<file path="src/design/irq_ctrl_pkg.sv">
package irq_ctrl_pkg;

	// Register byte offsets
	localparam logic [7:0] OFS_BASIC_EN   = 8'h00;
	localparam logic [7:0] OFS_BASIC_PRIO = 8'h04;
	localparam logic [7:0] OFS_EXT_EN     = 8'h08;
	localparam logic [7:0] OFS_EXT_PRIO   = 8'h0c;
	localparam logic [7:0] OFS_EXT_FLAG   = 8'h10;
	localparam logic [7:0] OFS_EXT_CTRL   = 8'h14;
	localparam logic [7:0] OFS_TIMER_CTRL = 8'h18;
	localparam logic [7:0] OFS_SERIAL     = 8'h1c;
	localparam logic [7:0] OFS_T2_CTRL    = 8'h20;
	localparam logic [7:0] OFS_STATUS     = 8'h24;

	// Field positions
	localparam int GLOBAL_EN_BIT = 7;
	localparam int IT0_BIT       = 0;
	localparam int IE0_BIT       = 1;
	localparam int IT1_BIT       = 2;
	localparam int IE1_BIT       = 3;
	localparam int TF0_BIT       = 5;
	localparam int TF1_BIT       = 7;
	localparam int RX_BIT        = 0;
	localparam int TX_BIT        = 1;
	localparam int TIMER2_EXTERNAL_FLAG_BIT      = 6;
	localparam int TF2_BIT       = 7;
	localparam int EXT_FLAG_LSB  = 4;
	localparam int WAKE_BIT      = 3;

	// Reset values and reserved fill
	localparam logic [7:0] RST_BYTE  = 8'h00;
	localparam logic [2:0] RSVD_ONES = 3'h7;

	// AHB encodings
	localparam logic [2:0] HSIZE_WORD = 3'h2;

	// Sources in natural order, lowest index wins a tie
	localparam int          NUM_SRC  = 11;
	localparam logic [3:0]  SRC_EXT0 = 4'h0;
	localparam logic [3:0]  SRC_EXT1 = 4'h2;
	localparam logic [3:0]  SRC_T1   = 4'h3;
	localparam logic [3:0]  SRC_WAKE = 4'ha;
	localparam logic [NUM_SRC-1:0][7:0] SRC_VECTOR = {
		8'h63, 8'h5b, 8'h53, 8'h4b, 8'h43,
		8'h2b, 8'h23, 8'h1b, 8'h13, 8'h0b, 8'h03};

endpackage

</file>
<file path="src/design/ext_pin_sampler.sv">
`timescale 1ns/1ps
module ext_pin_sampler
(
	input  wire logic hclk,
	input  wire logic hresetn,
	input  wire logic pin_n,
	input  wire logic sample_strobe,
	output logic      sampled_low,
	output logic      fell,
	output logic      fresh
);

	typedef struct packed {
		logic sync1;
		logic sync2;
		logic last;
		logic fell;
		logic fresh;
	} sampler_t;

	sampler_t st;
	sampler_t next_st;

	// Synchronise, then take one sample per instruction boundary
	always_comb
	begin
		next_st       = st;
		next_st.sync1 = pin_n;
		next_st.sync2 = st.sync1;
		next_st.fell  = 1'b0;
		next_st.fresh = 1'b0;
		if (sample_strobe)
		begin
			next_st.last  = st.sync2;
			next_st.fresh = 1'b1;
			next_st.fell  = st.last & ~st.sync2; // High then low
		end
	end

	// Idle pin reads high
	always_ff @(posedge hclk or negedge hresetn)
	begin
		if (!hresetn)
			st <= '{sync1: 1'b1, sync2: 1'b1, last: 1'b1, fell: 1'b0, fresh: 1'b0};
		else
			st <= next_st;
	end

	assign sampled_low = ~st.last;
	assign fell        = st.fell;
	assign fresh       = st.fresh;

endmodule // ext_pin_sampler

</file>
<file path="src/design/two_level_vectored_irq_ctrl.sv">
// The register addresses and register access over AHB-Lite were decided locally.
`timescale 1ns/1ps
// Behaviour
// - Timer1 rank 3 0x1b, serial 0x23, timer2 0x2b
// - Converter rank 8 0x43, peripheral-ready 0x4b
// - Ranks 6,7 spare; wakeup rank 12 0x63
// - Only a higher level pre-empts a routine
// - Vector only at an instruction boundary
// - Return or enable/priority write delays one instruction
// - Global enable bit 7 masks every source
// - Flags, enables, priorities at documented bit positions
// - Programmed level beats natural rank
// - Same level: lowest natural rank wins
// - Timer and serial set flags become pending
// - Pins sampled once per instruction boundary
// - Pins active low; type 0 follows level
// - Type 1 sets flag on high-then-low
// - Vector to source; resume after return
// - Wakeup flag cleared by software; write sets
module two_level_vectored_irq_ctrl
(
	input  wire logic        hclk,
	input  wire logic        hresetn,
	input  wire logic        hsel,
	input  wire logic [1:0]  htrans,
	input  wire logic [31:0] haddr,
	input  wire logic        hwrite,
	input  wire logic [2:0]  hsize,
	input  wire logic [31:0] hwdata,
	input  wire logic        hready,
	output logic      [31:0] hrdata,
	output logic             hreadyout,
	output logic             hresp,
	input  wire logic        ext_request0_pin_n,
	input  wire logic        ext_request1_pin_n,
	input  wire logic        timer0_overflow_set,
	input  wire logic        timer1_overflow_set,
	input  wire logic        timer2_overflow_set,
	input  wire logic        timer2_external_set,
	input  wire logic        serial_tx_done_set,
	input  wire logic        serial_rx_done_set,
	input  wire logic        conv_done_set,
	input  wire logic        periph_ready_set,
	input  wire logic        wakeup_set,
	input  wire logic        instr_done,
	input  wire logic        instr_is_return_from_interrupt,
	input  wire logic        irq_ack,
	output logic             irq_req,
	output logic      [7:0]  irq_vector,
	output logic             irq_level
);
	import irq_ctrl_pkg::*;

	typedef struct packed {
		logic        dp_valid;
		logic        dp_write;
		logic [7:0]  dp_ofs;
		logic [31:0] rdata;
		logic [7:0]  basic_irq_enable_reg;
		logic [5:0]  basic_irq_priority_reg;
		logic [4:0]  extended_irq_enable_reg;
		logic [4:0]  extended_irq_priority_reg;
		logic [3:0]  ext_flags;
		logic        wakeup_flag;
		logic        ext0_type_select;
		logic        ext1_type_select;
		logic        ext0_pending_flag;
		logic        ext1_pending_flag;
		logic        timer0_overflow_flag;
		logic        timer1_overflow_flag;
		logic        serial_rx_done_flag;
		logic        serial_tx_done_flag;
		logic        timer2_overflow_flag;
		logic        timer2_external_flag;
		logic        prio_written;
		logic        req;
		logic [7:0]  vector;
		logic [3:0]  src;
		logic        level;
		logic        act_low;
		logic        act_high;
	} state_t;

	state_t             st;
	state_t             next_st;
	logic               ext0_low;
	logic               ext0_fell;
	logic               ext0_fresh;
	logic               ext1_low;
	logic               ext1_fell;
	logic               ext1_fresh;
	logic [NUM_SRC-1:0] src_flag;
	logic [NUM_SRC-1:0] src_en;
	logic [NUM_SRC-1:0] src_lvl;
	logic [NUM_SRC-1:0] pend;
	logic               hi_found;
	logic               lo_found;
	logic [3:0]         hi_idx;
	logic [3:0]         lo_idx;
	logic               cand_ok;
	logic [3:0]         cand_src;
	logic               cand_lvl;
	logic               prio_wr_now;
	logic               block_vec;

	////////////////////////////////////////////////////////////////////////////////
	// External pin samplers
	ext_pin_sampler u_ext0
	(
		.hclk          (hclk),
		.hresetn       (hresetn),
		.pin_n         (ext_request0_pin_n),
		.sample_strobe (instr_done),
		.sampled_low   (ext0_low),
		.fell          (ext0_fell),
		.fresh         (ext0_fresh)
	);
	ext_pin_sampler u_ext1
	(
		.hclk          (hclk),
		.hresetn       (hresetn),
		.pin_n         (ext_request1_pin_n),
		.sample_strobe (instr_done),
		.sampled_low   (ext1_low),
		.fell          (ext1_fell),
		.fresh         (ext1_fresh)
	);

	////////////////////////////////////////////////////////////////////////////////
	// Register read mux
	function automatic logic [31:0] read_word(input state_t s, input logic [7:0] ofs);
		logic [7:0] b;
		b = RST_BYTE;
		case (ofs)
			OFS_BASIC_EN:   b = s.basic_irq_enable_reg;
			OFS_BASIC_PRIO: b = {2'h0, s.basic_irq_priority_reg};
			OFS_EXT_EN:     b = {RSVD_ONES, s.extended_irq_enable_reg};
			OFS_EXT_PRIO:   b = {RSVD_ONES, s.extended_irq_priority_reg};
			OFS_EXT_FLAG:   b[EXT_FLAG_LSB +: 4] = s.ext_flags;
			OFS_EXT_CTRL:   b[WAKE_BIT] = s.wakeup_flag;
			OFS_TIMER_CTRL:
			begin
				b[IT0_BIT] = s.ext0_type_select;
				b[IE0_BIT] = s.ext0_pending_flag;
				b[IT1_BIT] = s.ext1_type_select;
				b[IE1_BIT] = s.ext1_pending_flag;
				b[TF0_BIT] = s.timer0_overflow_flag;
				b[TF1_BIT] = s.timer1_overflow_flag;
			end
			OFS_SERIAL:
			begin
				b[RX_BIT] = s.serial_rx_done_flag;
				b[TX_BIT] = s.serial_tx_done_flag;
			end
			OFS_T2_CTRL:
			begin
				b[TIMER2_EXTERNAL_FLAG_BIT] = s.timer2_external_flag;
				b[TF2_BIT]  = s.timer2_overflow_flag;
			end
			OFS_STATUS:
				return {20'h0, s.act_high, s.act_low, s.level, s.req, s.vector};
			default:        b = RST_BYTE;
		endcase
		return {24'h0, b};
	endfunction

	////////////////////////////////////////////////////////////////////////////////
	// Source vectors and arbitration
	// Pending flags per source, natural order
	always_comb
	begin
		src_flag = {st.wakeup_flag, st.ext_flags,
			st.timer2_overflow_flag | st.timer2_external_flag,
			st.serial_rx_done_flag | st.serial_tx_done_flag,
			st.timer1_overflow_flag, st.ext1_pending_flag,
			st.timer0_overflow_flag, st.ext0_pending_flag};
		src_en  = {st.extended_irq_enable_reg, st.basic_irq_enable_reg[5:0]};
		src_lvl = {st.extended_irq_priority_reg, st.basic_irq_priority_reg};
		pend    = src_flag & src_en & {NUM_SRC{st.basic_irq_enable_reg[GLOBAL_EN_BIT]}};
	end

	// Best source at each level; descending loop leaves lowest index
	always_comb
	begin
		hi_found = 1'b0;
		lo_found = 1'b0;
		hi_idx   = 4'h0;
		lo_idx   = 4'h0;
		for (int i = NUM_SRC - 1; i >= 0; i--)
		begin
			if (pend[i] && src_lvl[i])
			begin
				hi_found = 1'b1;
				hi_idx   = 4'(i);
			end
			if (pend[i] && !src_lvl[i])
			begin
				lo_found = 1'b1;
				lo_idx   = 4'(i);
			end
		end
	end

	// Level first, then in-service check
	always_comb
	begin
		cand_lvl = hi_found;
		cand_src = hi_found ? hi_idx : lo_idx;
		cand_ok  = hi_found ? !st.act_high : (lo_found && !st.act_high && !st.act_low);
	end

	////////////////////////////////////////////////////////////////////////////////
	// Next state
	always_comb
	begin
		next_st     = st;
		prio_wr_now = st.dp_valid && st.dp_write &&
			(st.dp_ofs == OFS_BASIC_EN || st.dp_ofs == OFS_BASIC_PRIO ||
			st.dp_ofs == OFS_EXT_EN || st.dp_ofs == OFS_EXT_PRIO);
		block_vec   = instr_is_return_from_interrupt || st.prio_written || prio_wr_now;
		// Bus data phase writes
		if (st.dp_valid && st.dp_write)
		begin
			case (st.dp_ofs)
				OFS_BASIC_EN:   next_st.basic_irq_enable_reg = hwdata[7:0];
				OFS_BASIC_PRIO: next_st.basic_irq_priority_reg = hwdata[5:0];
				OFS_EXT_EN:     next_st.extended_irq_enable_reg = hwdata[4:0];
				OFS_EXT_PRIO:   next_st.extended_irq_priority_reg = hwdata[4:0];
				OFS_EXT_FLAG:   next_st.ext_flags = hwdata[EXT_FLAG_LSB +: 4];
				OFS_EXT_CTRL:   next_st.wakeup_flag = hwdata[WAKE_BIT];
				OFS_TIMER_CTRL:
				begin
					next_st.ext0_type_select     = hwdata[IT0_BIT];
					next_st.ext0_pending_flag    = hwdata[IE0_BIT];
					next_st.ext1_type_select     = hwdata[IT1_BIT];
					next_st.ext1_pending_flag    = hwdata[IE1_BIT];
					next_st.timer0_overflow_flag = hwdata[TF0_BIT];
					next_st.timer1_overflow_flag = hwdata[TF1_BIT];
				end
				OFS_SERIAL:
				begin
					next_st.serial_rx_done_flag = hwdata[RX_BIT];
					next_st.serial_tx_done_flag = hwdata[TX_BIT];
				end
				OFS_T2_CTRL:
				begin
					next_st.timer2_external_flag = hwdata[TIMER2_EXTERNAL_FLAG_BIT];
					next_st.timer2_overflow_flag = hwdata[TF2_BIT];
				end
				default: next_st.rdata = st.rdata;
			endcase
		end
		// Vector taken by the core
		if (irq_ack && st.req)
		begin
			next_st.req      = 1'b0;
			next_st.act_high = st.act_high || st.level;
			next_st.act_low  = st.act_low || !st.level;
			if (st.src == SRC_EXT0 && st.ext0_type_select)
				next_st.ext0_pending_flag = 1'b0;
			if (st.src == SRC_EXT1 && st.ext1_type_select)
				next_st.ext1_pending_flag = 1'b0;
		end
		// Hardware sets win over any clear
		next_st.timer0_overflow_flag |= timer0_overflow_set;
		next_st.timer1_overflow_flag |= timer1_overflow_set;
		next_st.timer2_overflow_flag |= timer2_overflow_set;
		next_st.timer2_external_flag |= timer2_external_set;
		next_st.serial_tx_done_flag  |= serial_tx_done_set;
		next_st.serial_rx_done_flag  |= serial_rx_done_set;
		next_st.ext_flags[0] |= conv_done_set;
		next_st.ext_flags[1] |= periph_ready_set;
		next_st.wakeup_flag  |= wakeup_set;
		// External pins: edge latches, level follows
		if (st.ext0_type_select)
			next_st.ext0_pending_flag |= ext0_fell;
		else if (ext0_fresh)
			next_st.ext0_pending_flag = ext0_low;
		if (st.ext1_type_select)
			next_st.ext1_pending_flag |= ext1_fell;
		else if (ext1_fresh)
			next_st.ext1_pending_flag = ext1_low;
		// Instruction boundary: return, then vectoring
		next_st.prio_written = !instr_done && (st.prio_written || prio_wr_now);
		if (instr_done)
		begin
			next_st.act_high = next_st.act_high && !(instr_is_return_from_interrupt && st.act_high);
			next_st.act_low  = next_st.act_low && !(instr_is_return_from_interrupt && !st.act_high);
			if (!st.req && !block_vec && cand_ok)
			begin
				next_st.req    = 1'b1;
				next_st.src    = cand_src;
				next_st.level  = cand_lvl;
				next_st.vector = SRC_VECTOR[cand_src];
			end
		end
		// Bus address phase, read data taken now
		next_st.dp_valid = hsel && htrans[1] && hready && hsize == HSIZE_WORD &&
			haddr[31:8] == 24'h0;
		next_st.dp_write = hwrite;
		next_st.dp_ofs   = haddr[7:0];
		if (next_st.dp_valid && !hwrite)
			next_st.rdata = read_word(st, haddr[7:0]);
		else if (hsel && htrans[1] && hready)
			next_st.rdata = 32'h0;
	end
	// State register
	always_ff @(posedge hclk or negedge hresetn)
	begin
		if (!hresetn)
			st <= '0;
		else
			st <= next_st;
	end
	// Outputs
	assign hrdata     = st.rdata;
	assign hreadyout  = 1'b1;
	assign hresp      = 1'b0;
	assign irq_req    = st.req;
	assign irq_vector = st.vector;
	assign irq_level  = st.level;
endmodule // two_level_vectored_irq_ctrl

</file>
<file path="config.mk">
export PLATFORM = sky130hd
export DESIGN_NAME = two_level_vectored_irq_ctrl
export DESIGN_NICKNAME = d
export VERILOG_FILES = /design/src/design/irq_ctrl_pkg.sv /design/src/design/ext_pin_sampler.sv /design/src/design/two_level_vectored_irq_ctrl.sv
export SDC_FILE = /design/constraint.sdc
export NUM_CORES = 1
export LEC_CHECK = 0
export BUFFER_PORTS_ARGS = -buffer_cell sky130_fd_sc_hd__buf_2
export CORE_AREA = 8 8 118 142
export DETAILED_ROUTE_END_ITERATION = 16
export DIE_AREA = 0 0 126 150
export GPL_TIMING_DRIVEN = 0
export SYNTH_ARGS = -nofsm -noshare
export SYNTH_HDL_FRONTEND = slang
export SYNTH_HIERARCHICAL = 1
export SYNTH_SLANG_ARGS = --single-unit
</file>
<file path="constraint.sdc">
create_clock -name hclk -period 1.9 [get_ports hclk]
set_input_delay 0.095 -clock hclk [delete_from_list [all_inputs] [get_ports hclk]]
set_output_delay 0.095 -clock hclk [all_outputs]
set_load 0.05 [all_outputs]
</file>
# Word level (Yosys, flattened, before mapping)
# Memories as Yosys holds them, arrays and structs flattened.
# Index checks and enable logic that the tools add are counted.
# Widths: inputs -> output; s select.
dict set report word_totals {
  register_bits 108
  mem_bits_ro 128
  output_inout_bits 44
  elab_cells 241
  mem_count 1
}
dict set report classes {
  order_cmp 1
  eq_ne 19
  mux 79
  bitwise 21
  n_reduce_logical 82
}
# memory depth word_bits read_ports rd_clocked_by_memory_dff write_ports line_no
set memory_table {}
lappend memory_table {{(name not given)} 16 8 1 0 0 two_level_vectored_irq_ctrl.sv:294} ;# next_st.vector = SRC_VECTOR[cand_src];
# operator n
set op_table {}
lappend op_table {{$mux 32} 4}
lappend op_table {{$mux 4} 23}
lappend op_table {{$eq 8x5->1 const B} 8}
lappend op_table {{$logic_and 1x1->1} 41}
lappend op_table {{$mux 1} 33}
lappend op_table {{$eq 8x4->1 const B} 4}
lappend op_table {{$eq 8x6->1 const B} 3}
lappend op_table {{$logic_not 24->1} 1}
lappend op_table {{$and 11x11->11} 2}
lappend op_table {{$logic_not 1->1} 20}
lappend op_table {{$pmux 1 s5} 4}
lappend op_table {{$eq 8x3->1 const B} 2}
lappend op_table {{$logic_not 8->1} 2}
lappend op_table {{$mux 16} 1}
lappend op_table {{$mux 14} 1}
lappend op_table {{$mux 2} 7}
lappend op_table {{$reduce_and 2->1} 7}
lappend op_table {{$mux 13} 1}
lappend op_table {{$or 1x1->1} 13}
lappend op_table {{$pmux 2 s6} 1}
lappend op_table {{$logic_or 1x1->1} 8}
lappend op_table {{$mux 8} 1}
lappend op_table {{$mux 6} 1}
lappend op_table {{$pmux 1 s6} 1}
lappend op_table {{9 further kinds} 13}

# Logic depth before layout (Yosys ltp)
# Gate-level depths: netlist of run 1.
dict set report depth {
  word_depth 21
  ltp_mapped 8
}

# Modules after synthesis
# The synthesis of run 1 kept the hierarchy.
# mod n_inst cells_per_inst area_per_inst_um2
set by_module_without_submodules {}
lappend by_module_without_submodules {two_level_vectored_irq_ctrl 1 405 4200.3}
lappend by_module_without_submodules {ext_pin_sampler 2 8 157.7}

# Worst setup path after synthesis of run 1
# No wires, ideal clock.
dict set report synth_path {
  path_kind {reg2reg}
  from {register st[55] in the netlist's numbering}
  to {register st (netlist bit irq_vector[4])}
  arrival_time_ps 1982
  required_ps 1818
  slack_ps -164
  path_stages_with_launch 8
  path_buffers 1
  synth_period_minus_slack_ps 2064
  cell_sequence {dfrtp_1 -> buf_6 -> and4b_4 -> or4_4 -> nor4b_4 -> o21ai_2 -> or3_1 -> a31oi_1}
}
dict set report synth_between {
  elab_chain_len 18
  elab_cells_between_ends 75
  classes_between {mux (47); bitwise (1); reduce/logical (26); memory (1)}
}
# element line_no
set synth_rtl {}
lappend synth_rtl {{from (decl)} two_level_vectored_irq_ctrl.sv:84} ;# state_t st;
lappend synth_rtl {{from (signal assigned)} two_level_vectored_irq_ctrl.sv:313} ;# st <= next_st;
lappend synth_rtl {{$and 11x11->11 *} two_level_vectored_irq_ctrl.sv:179} ;# pend = src_flag & src_en & {NUM_SRC{st.basic_irq_enable_reg[GLOBAL_EN_BIT]}};
lappend synth_rtl {{parallel branches: the longest is 17 deep, another holds $logic_and 1x1->1} -}
# Every way passes the cells marked *. The select of a mux whose other input is x is not followed.
# A chain may end at the register's enable or synchronous reset.

# Worst setup path in the final report of run 1
dict set report layout_path {
  from {register st[55] in the netlist's numbering}
  to {register st[3] in the netlist's numbering}
}
dict set report layout_between {
  elab_chain_len 18
  elab_cells_between_ends 71
  classes_between {mux (44); bitwise (1); reduce/logical (26)}
}
# element line_no
set layout_rtl {}
lappend layout_rtl {{$and 11x11->11 *} two_level_vectored_irq_ctrl.sv:179}
lappend layout_rtl {{$logic_and 1x1->1} two_level_vectored_irq_ctrl.sv:196} ;# if (pend[i] && !src_lvl[i])
lappend layout_rtl {{$mux 1 (11 in a row)} two_level_vectored_irq_ctrl.sv:196}
lappend layout_rtl {{$logic_and 1x1->1 (2 in a row)} two_level_vectored_irq_ctrl.sv:209} ;# cand_ok = hi_found ? !st.act_high : (lo_found && !st.act_high && !st.act_low);
lappend layout_rtl {{$mux 1} two_level_vectored_irq_ctrl.sv:209}
lappend layout_rtl {{$logic_and 1x1->1} two_level_vectored_irq_ctrl.sv:289} ;# if (!st.req && !block_vec && cand_ok)
lappend layout_rtl {{$reduce_and 2->1 (no source line)} -}
# Mark *: on every way between the ends. The rest lies on a longest branch, timed or not.

==> metrics.md, run 1 <==
| Metric | Value |
|---|---|
| CTS tree | `built` |
| Die ar. | `18900 um2` |
| Slew margin rel. | `57.6%` |
| Die Wd | `126 um` |
| Most common cell after layout, fill and taps aside | `buf_2` |
| Vias in the first global route | `3949` |
| Fin. max-slew vios | `0` |
| Tcrit/Tclk final | `116%` |
| Die height | `150 um` |
| Xor-xnor portion of the synthesized cell area | `0%` |
| Yosys Warn Count | `6` |
| Most frequent cells in the layout | `buf_2 (81), dfrtp_1 (78), buf_4 (56)` |
| DR pass1 iterations | `5` |
| Crit path required time | `2.17 ns` |
| Yosys reg bits | `85` |
| Total inserted antenna cells | `0` |
| Seq pwr share | `42.8%` |
| Slowest stage delay, CP | `0.55 ns` |
| Failing checks | `setup timing` |
| Gp weighted congestion | `0.871` |
| Tmin final | `2.21 ns` |
| Worst Max-Slew Pin Slew | `0.635 ns` |
| Worst-case clock skew | `0.00522 ns` |
| Slack of the critical path | `-0.309 ns` |
| Total grt overflow | `0` |
| Area growth syn-to-layout | `36.9%` |
| Row cnt | `49` |
| Post-Route Setup TNS | `-4.40 ns` |
| Ys async rst share | `100%` |
| Largest net degree at the start of global routing | `54` |
| Power per cell area | `827 nW/um2` |
| Tot Pwr | `5.11 mW` |
| Port Buffer Count | `82` |
| Sw Ratio | `31.4%` |
| Starting Density | `30.9%` |
| Clock Power Share | `33.7%` |
| Final std cells w/o fill | `762` |
| # placed instances | `704` |
| Average wire per standard cell | `18.0 um` |
| Multiplexer share of the synthesized area | `10.8%` |
| Netlist Area Pre-Place | `4520 um2` |
| CP endpoint kind | `flop` |
| Combinational share of power | `23.5%` |
| Hold_sp | `hwdata[6]` |
| Total CTS buffers | `9` |
| Largest family of logic cells by synthesized area | `simple AND/OR/NAND/NOR gates` |
| Worst VDD drop | `0.360 mV` |
| Worst r2r src | `st[55]$_DFFE_PN0P_` |
| Post-route ant nets | `0` |
| Initial antenna violation count | `0` |
| Gate Count Post-Synth | `421` |
| Static Leakage | `2.83 nW` |
| Residual DRC | `0` |
| Max_cap viols | `0` |
| First-pass GRT wire length | `21200 um` |
| Sequential-to-total area share from yosys stat | `47.3%` |
| Adder-cell share of the synthesized area | `0%` |
| GRT Total Usage | `14.4%` |
| H-Tree Depth | `3` |
| Post-synth EDFFs | `0` |
| Post-synth cell types | `57` |
| Layout cells sized above 1 | `40.2%` |
| Clock transition at path regs | `0.06 ns` |
| F_max | `453 MHz` |
| Hold Crit Class | `in2reg` |
| Worst setup path class | `reg2reg` |
| Sw power | `1.60 mW` |
| CP startpoint | `st[55]$_DFFE_PN0P_` |
| Status | `finished with violations` |
| Final WL | `13700 um` |
| Crit-path cells | `buf_6 > and4b_4 > or4_4 > o41ai_4 > buf_4 > a21o_4 > a221oi_2 > nor2_1` |
| Final setup violation count | `41` |
| Slowest cell on crit path | `or4_4` |
| Routed via count | `3855` |
| CORE AREA | `14600 um2` |
| Unrepaired setup endpoints after global routing | `true` |
| CTS Sinks | `85` |
| CP Buf/Inv Count | `2` |
| Final core occ | `42.4%` |
| DP HPWL | `10500 um` |
| Post-Synth Simple-Gate Area | `18.6%` |
| Worst setup SP type | `flop` |
| Max Root-Sink Buffers | `2` |
| Nets | `667` |
| Io pins | `132` |
| Compound-Gate Fraction of Synth Area | `14.2%` |
| CTS Root Cell | `clkbuf_16` |
| Largest delay share family, worst path | `simple AND/OR/NAND/NOR gates` |
| Syn_area_per_cell | `10.7 um2` |
| Via/cell ratio | `5.06` |
| Worst-Skew Late Latency | `0.34 ns` |
| Main synth FF type | `dfrtp_1` |
| Critical Path AT | `2.48 ns` |
| Final hold violations | `0` |
| Internal | `3.50 mW` |
| Setup Slack @ Placement | `-0.609 ns` |
| First-iteration detailed-routing DRC count | `161` |
| Crit-path max FO | `8` |
==> stage by stage <==
step	hold WS, ns	instance area [um2]
4_1_cts	0.00571	6070
6_report	0.0122	6180
3_5_place_dp	0.0730	5300
2_1_floorplan	-0.201	4640
3_3_place_gp	0.203	5270
5_1_grt	0.0169	6180
==> cell usage after synthesis, types with 3 or more instances <==
cell,n,share of area [%]
dfrtp_1,79,44
buf_4,42,7.0
mux2_2,29,7.2
nor2_1,27,2.2
nand2_1,23,1.9
o21ai_0,23,2.5
a21oi_1,15,1.7
inv_1,13,1.1
mux2i_1,13,2.9
nor4_1,12,1.7
nand4_1,11,1.5
a32o_1,10,2.2
nand3_1,9,1.0
a211o_1,8,1.6
nor2b_1,7,0.97
dfstp_2,6,3.5
nand2b_1,6,0.83
and4b_1,5,1.1
nand3b_1,5,0.83
o211ai_1,5,0.83
or3_1,5,0.69
a31oi_1,4,0.55
clkbuf_1,4,0.33
nor3_1,4,0.44
a21o_1,3,0.50
a221oi_1,3,0.58
nand4b_1,3,0.58
nor3b_1,3,0.50
o22ai_1,3,0.42
==> worst paths after layout <==
path / endpoint / slack (ns) / depth (start not counted)
min in group asynchronous: src_flag[8]$_DFFE_PN0P_ / 0.24 / 2
worst max register to register: st[3]$_DFFE_PN0P_ / -0.31 / 8
worst max-delay path: st[3]$_DFFE_PN0P_ / -0.31 / 8
max in group asynchronous: u_ext1/st[2]$_DFFE_PN1P_ / 1.00 / 3
worst min-delay path: st[17]$_DFF_PN0_ / 0.01 / 2
worst min register to register: u_ext0/st[3]$_DFF_PN1_ / 0.35 / 0
==> worst register-to-register path, stage by stage (launching register included) <==
cell	delay, ns
dfrtp_1	0.37
buf_6	0.14
and4b_4	0.22
or4_4	0.55
o41ai_4	0.33
buf_4	0.19
a21o_4	0.17
a221oi_2	0.06
nor2_1	0.12
==> kinds of logic after synthesis <==
logic type / after synthesis
AO/OA/AOI/OAI: 91
buffers and inverters: 62
flip-flops: 85
multiplexers: 44
other: 2
AND/OR/NAND/NOR: 137
==> metal layers <==
| layer | wire length (um) | track usage [%] | vias up |
|---|---|---|---|
| met5 | 0 | 0 | - |
| met4 | 657 | 9.10 | 0 |
| met3 | 1150 | 4.31 | 42 |
| met2 | 6420 | 24.3 | 171 |
| met1 | 5460 | 15.7 | 1810 |
| li1 | - | - | 1832 |
==> cell type report <==
type                       instances  area (um2)
timing repair buffer             125         840
clock inverter                     4        47.5
clock buffer                      12         246
multi-input combinational        296        2280
inverter                          13        48.8
fill                            1426        8410
sequential                        85        2140
tap                              178         223
buffer                            49         360
==> flip-flops by register name, indices dropped and copies added (netlist names), 2 cells and up <==
signal / count
hrdata: 12
st: 25
src_lvl: 11
u_ext1/st: 2
src_flag: 9
u_ext0/st: 2
irq_vector: 5
src_en: 11
==> power groups by stage <==
stage / Combinational, mW / Sequential, mW / Clock, mW
after floorplan: 0.713 / 2.18 / 0
final: 1.20 / 2.19 / 1.72
after detailed placement: 1.04 / 2.21 / 0
after global routing: 1.29 / 2.20 / 1.84
after CTS: 1.17 / 2.18 / 1.77
after global placement: 1.02 / 2.20 / 0
==> repair_timing <==
| action | 4_1_cts | 5_1_grt |
|---|---|---|
| setup endpoints to repair | 48 | 59 |
| resized for setup | 34 | 24 |
| pin swaps | 17 | 10 |
| buffers inserted | 16 | 5 |
| hold endpoints to repair | 55 | 0 |
| hold buffers | 23 | 0 |
(Power assumes the default switching activity.)
==> run 2: changes to the inputs <==
- HOLD_SLACK_MARGIN: default -> 0.02
- SETUP_SLACK_MARGIN: default -> 0.5
==> run 2 against run 1 <==
Against the previous run:
- the run still ends with setup timing left
- combinational power increased by 8%
- routed wire length increased by 1.8%
- first-iteration DRC count increased by 12%
- sequential share of layout area decreased by 2.0 points
- maximum frequency decreased by 0.42%
- die area unchanged
- utilization increased by 2.6 points
- hold slack improved by 0.017 ns
- clock power increased by 19%
- critical path type unchanged
- highest routed layer unchanged
==> metrics.md, run 2 (synthesized netlist as in run 1, its figures left out) <==
| Metric | Value |
|---|---|
| Tot Pwr | `5.50 mW` |
| Worst VDD drop | `0.346 mV` |
| Largest delay share family, worst path | `simple AND/OR/NAND/NOR gates` |
| Starting Density | `30.9%` |
| First-iteration detailed-routing DRC count | `180` |
| Critical Path AT | `2.49 ns` |
| Worst-case clock skew | `0.00881 ns` |
| Static Leakage | `3.02 nW` |
| Nets | `689` |
| Layout cells sized above 1 | `45.0%` |
| Io pins | `132` |
| Die Wd | `126 um` |
| Worst setup SP type | `flop` |
| Area growth syn-to-layout | `45.2%` |
| Tmin final | `2.22 ns` |
| CORE AREA | `14600 um2` |
| Crit path required time | `2.17 ns` |
| Total CTS buffers | `9` |
| Total grt overflow | `0` |
| Final WL | `13900 um` |
| Total inserted antenna cells | `0` |
| Die height | `150 um` |
| First-pass GRT wire length | `22000 um` |
| F_max | `451 MHz` |
| Crit-path cells | `and4b_4 > or4_4 > nor4b_4 > o21ai_2 > or3_1 > a31oi_1` |
| Routed via count | `3956` |
| Via/cell ratio | `5.05` |
| Largest net degree at the start of global routing | `49` |
| Final setup violation count | `40` |
| GRT Total Usage | `14.8%` |
| Die ar. | `18900 um2` |
| Final std cells w/o fill | `784` |
| Unrepaired setup endpoints after global routing | `true` |
| Fillers | `1393` |
| Clock transition at path regs | `0.06 ns` |
| Sw Ratio | `30.3%` |
| Register area | `2140 um2` |
| Max_cap viols | `0` |
| Most flop-heavy register | `st` |
| Max Root-Sink Buffers | `2` |
| Sw power | `1.67 mW` |
| Row cnt | `49` |
| Residual DRC | `0` |
| Gp weighted congestion | `0.871` |
| Worst Max-Slew Pin Slew | `0.569 ns` |
| Internal | `3.83 mW` |
| Clock Power Share | `37.1%` |
| Slew margin rel. | `61.7%` |
| Hold Crit Class | `in2reg` |
| Worst setup path class | `reg2reg` |
| Seq pwr share | `39.5%` |
| Most common cell after layout, fill and taps aside | `buf_2` |
| Largest register FFs | `25` |
| Most frequent cells in the layout | `buf_2 (82), dfrtp_1 (78), buf_4 (66)` |
| Slack of the critical path | `-0.319 ns` |
| CTS Sinks | `85` |
| DR pass1 iterations | `4` |
| Power per cell area | `839 nW/um2` |
| Post-route ant nets | `0` |
| Crit-path max FO | `5` |
| Average wire per standard cell | `17.8 um` |
| CTS tree | `built` |
| Fin. max-slew vios | `0` |
| Slowest stage delay, CP | `0.57 ns` |
| Initial antenna violation count | `0` |
| Tcrit/Tclk final | `117%` |
| Multi-input logic area | `2410 um2` |
| CP endpoint kind | `flop` |
| Status | `finished with violations` |
| Final hold violations | `0` |
| # placed instances | `704` |
| Vias in the first global route | `4079` |
| Worst-Skew Late Latency | `0.35 ns` |
| CTS Root Cell | `clkbuf_16` |
| H-Tree Depth | `3` |
| CP Buf/Inv Count | `0` |
| DP HPWL | `10500 um` |
| Failing checks | `setup timing` |
| Combinational share of power | `23.4%` |
| Slowest cell on crit path | `or4_4` |
| Port Buffer Count | `82` |
-- run 2: per-layer routing --
layer	vias to the layer above	GRT usage (%)	part of all wire (%)
li1	1879	-	-
met5	-	0	0
met1	1902	16.6	41
met2	141	24.8	48
met4	0	9.83	4.7
met3	34	3.71	6.5
-- run 2: worst paths after layout --
path	startpoint	end	slack [ns]	depth (start not counted)
min in group asynchronous	hresetn	st[17]$_DFF_PN0_	0.26	2
hold / removal	instr_done	st[16]$_DFF_PN0_	0.03	2
setup reg to reg	src_flag[2]$_DFF_PN0_	irq_vector[4]$_DFFE_PN0P_	-0.32	6
setup / recovery	src_flag[2]$_DFF_PN0_	irq_vector[4]$_DFFE_PN0P_	-0.32	6
hold reg to reg	u_ext1/next_st[3]$_DFF_PN1_	u_ext1/st[3]$_DFF_PN1_	0.36	0
max in group asynchronous	hresetn	u_ext1/st[3]$_DFF_PN1_	0.98	3
-- run 2: cell type report --
class | instances | area share (%)
multi-input cells | 297 | 36.7
flip-flops and latches | 85 | 32.6
repair buffers | 146 | 15.7
plain buffers | 49 | 5.55
clock buffers | 11 | 3.70
well taps | 178 | 3.40
clock inverters | 5 | 1.64
inverters | 13 | 0.744
-- run 2: what timing repair did --
item	in CTS	in global routing
cloned	0	1
buffers inserted	21	16
pin swaps	9	14
gates resized for setup	32	35
hold endpoints to repair	60	0
hold buffers	26	0
setup endpoints to repair	61	56
-- run 2: stage by stage --
stage               setup slack, ns  hold slack (ns)  util (%)  cell area, um2  TNS [ns]
floorplan                    -0.164           -0.201         -            4720     -1.14
global placement             -0.576            0.203      36.7            5350    -16.15
detailed placement           -0.651           0.0990      36.9            5380    -17.58
CTS                          -0.309           0.0309      43.1            6290     -7.38
global route                 -0.403           0.0748      44.9            6560     -8.16
finish                       -0.319           0.0288      44.9            6560     -4.25
-- run 2: power groups by stage --
stage	sequential, mW	combinational [mW]	clock, mW
after floorplan	2.18	0.719	0
after global placement	2.20	1.03	0
after detailed placement	2.20	1.06	0
after CTS	2.17	1.17	2.08
after global routing	2.19	1.39	2.15
final	2.17	1.29	2.04
==> run 3: changes to the inputs <==
- CTS_BUF_LIST: default -> sky130_fd_sc_hd__clkbuf_2 sky130_fd_sc_hd__clkbuf_4 sky130_fd_sc_hd__clkbuf_8
==> run 3 against run 2 <==
Against the previous run:
- the run still ends with setup timing left
- maximum frequency up 0.21%
- sequential cell count unchanged
- design area down 2.1%
- sequential power about the same
- power down 9.1%
- highest routed layer unchanged
==> metrics.md, run 3 (synthesized netlist as in run 1, its figures left out) <==
| Metric | Value |
|---|---|
| Cells on worst reg2reg path | `6` |
| Total CTS buffers | `9` |
| GRT Total Usage | `14.8%` |
| Area growth syn-to-layout | `42.1%` |
| Die Wd | `126 um` |
| Multi-input logic area | `2370 um2` |
| DP HPWL | `10500 um` |
| Crit path required time | `2.20 ns` |
| CTS Sinks | `85` |
| Max Root-Sink Buffers | `2` |
| Hold EP | `st[0]$_DFF_PN0_` |
| Final setup violation count | `42` |
| DR pass1 iterations | `4` |
| Row cnt | `49` |
| Layout cells sized above 1 | `43.8%` |
| First-pass GRT wire length | `21900 um` |
| Tmin final | `2.21 ns` |
| Worst-case clock skew | `0.0127 ns` |
| Average wire per standard cell | `17.5 um` |
| Setup Slack @ Placement | `-0.651 ns` |
| Unrepaired setup endpoints after global routing | `true` |
| F_max | `452 MHz` |
| Power per cell area | `779 nW/um2` |
| H-Tree Depth | `3` |
| CTS Root Cell | `clkbuf_8` |
| Nets | `688` |
| Die height | `150 um` |
| Worst setup SP type | `flop` |
| Hold_sp | `instr_is_return_from_interrupt` |
| Slowest cell on crit path | `or4_4` |
| Residual DRC | `0` |
| Worst reg2reg setup slack | `-0.31 ns` |
| Via/cell ratio | `5.04` |
| CORE AREA | `14600 um2` |
| Slew margin rel. | `63.0%` |
| Total inserted antenna cells | `0` |
| CTS tree | `built` |
| Io pins | `132` |
| Final hold violations | `0` |
| Most flop-heavy register | `st` |
| Most common cell after layout, fill and taps aside | `buf_2` |
| Reg-to-reg endpoint | `irq_vector[4]$_DFFE_PN0P_` |
| Status | `finished with violations` |
| Critical Path AT | `2.51 ns` |
| Hold Crit Class | `in2reg` |
| Initial antenna violation count | `0` |
| First-iteration detailed-routing DRC count | `188` |
| Most frequent cells in the layout | `buf_2 (81), dfrtp_1 (78), buf_4 (67)` |
| Static Leakage | `2.96 nW` |
| Worst VDD drop | `0.266 mV` |
| Worst setup path class | `reg2reg` |
| Worst r2r src | `src_flag[2]$_DFF_PN0_` |
| Clock transition at path regs | `0.09 ns` |
| Slowest stage delay, CP | `0.57 ns` |
| Largest register FFs | `25` |
| Fillers | `1402` |
| Total grt overflow | `0` |
| Tcrit/Tclk final | `117%` |
| Max_cap viols | `0` |
| Hold Path Cell Cnt | `4` |
| Routed via count | `3949` |
| Largest net degree at the start of global routing | `49` |
| CP endpoint kind | `flop` |
| Post-Route Setup TNS | `-4.15 ns` |
| Final WL | `13700 um` |
| Crit-path max FO | `5` |
| Port Buffer Count | `82` |
| CP Buf/Inv Count | `0` |
| Worst Max-Slew Pin Slew | `0.549 ns` |
| Crit-path cells | `and4b_4 > or4_4 > nor4b_4 > o21ai_2 > or3_1 > a31oi_1` |
| Failing checks | `setup timing` |
| Register area | `2140 um2` |
| Gp weighted congestion | `0.871` |
| Worst-Skew Late Latency | `0.37 ns` |
| Fin. max-slew vios | `0` |
| Largest delay share family, worst path | `simple AND/OR/NAND/NOR gates` |
| Starting Density | `30.9%` |
| Post-route ant nets | `0` |
| Vias in the first global route | `4036` |
| Die ar. | `18900 um2` |
| Slack of the critical path | `-0.314 ns` |
## run 3: worst register-to-register path: cells and delay by family, from the launching register on
family          cells  cell delay (ns)
simple gates        4             1.39
flops               1             0.48
compound gates      2             0.28
## run 3: cell type report
type | count | area share (%)
Multi-Input combinational cell | 296 | 36.9
Sequential cell | 85 | 33.3
Timing Repair Buffer | 146 | 16.0
Buffer | 49 | 5.71
Tap cell | 178 | 3.47
Clock buffer | 11 | 2.26
Clock inverter | 5 | 1.68
Inverter | 13 | 0.760
## run 3: worst max-delay path by stage
stage / endpoint / from / cells past startpoint
finish: irq_vector[4]$_DFFE_PN0P_ / src_flag[2]$_DFF_PN0_ / 6
global route: irq_vector[4]$_DFFE_PN0P_ / st[55]$_DFFE_PN0P_ / 7
CTS: st[5]$_DFFE_PN0P_ / st[55]$_DFFE_PN0P_ / 8
detailed placement: st[3]$_DFFE_PN0P_ / st[18]$_DFF_PN0_ / 6
global placement: st[3]$_DFFE_PN0P_ / st[18]$_DFF_PN0_ / 6
floorplan: irq_vector[4]$_DFFE_PN0P_ / st[55]$_DFFE_PN0P_ / 7
## run 3: metal layers
metal	GRT usage (%)	up-vias	wire length (um)
li1	-	1875	-
met1	16.8	1892	5610
met2	24.8	150	6630
met3	3.89	32	906
met4	8.68	0	552
met5	0	-	0
## run 3: stage by stage
stage / cell area, um2 / utilization [%] / hold slack, ns / std cells / power [mW]
2_1_floorplan: 4720 / - / -0.201 / 443 / 2.90
3_3_place_gp: 5350 / 36.7 / 0.203 / 703 / 3.23
3_5_place_dp: 5380 / 36.9 / 0.0990 / 704 / 3.26
4_1_cts: 6210 / 42.5 / 0.0261 / 769 / 4.97
5_1_grt: 6420 / 44.0 / 0.0427 / 783 / 5.23
6_report: 6420 / 44.0 / 0.0411 / 783 / 5.00
## run 3: power by group
group          total (mW)  internal, mW  switching (mW)
registers            2.17          1.98           0.190
logic                1.25         0.503           0.743
clock network        1.59         0.928           0.659
## run 3: repair_timing
item	4_1_cts	5_1_grt
hold buffers	27	0
resized for setup	30	25
hold endpoints to repair	70	0
setup endpoints to repair	59	59
pin swaps	13	16
buffers inserted	22	14
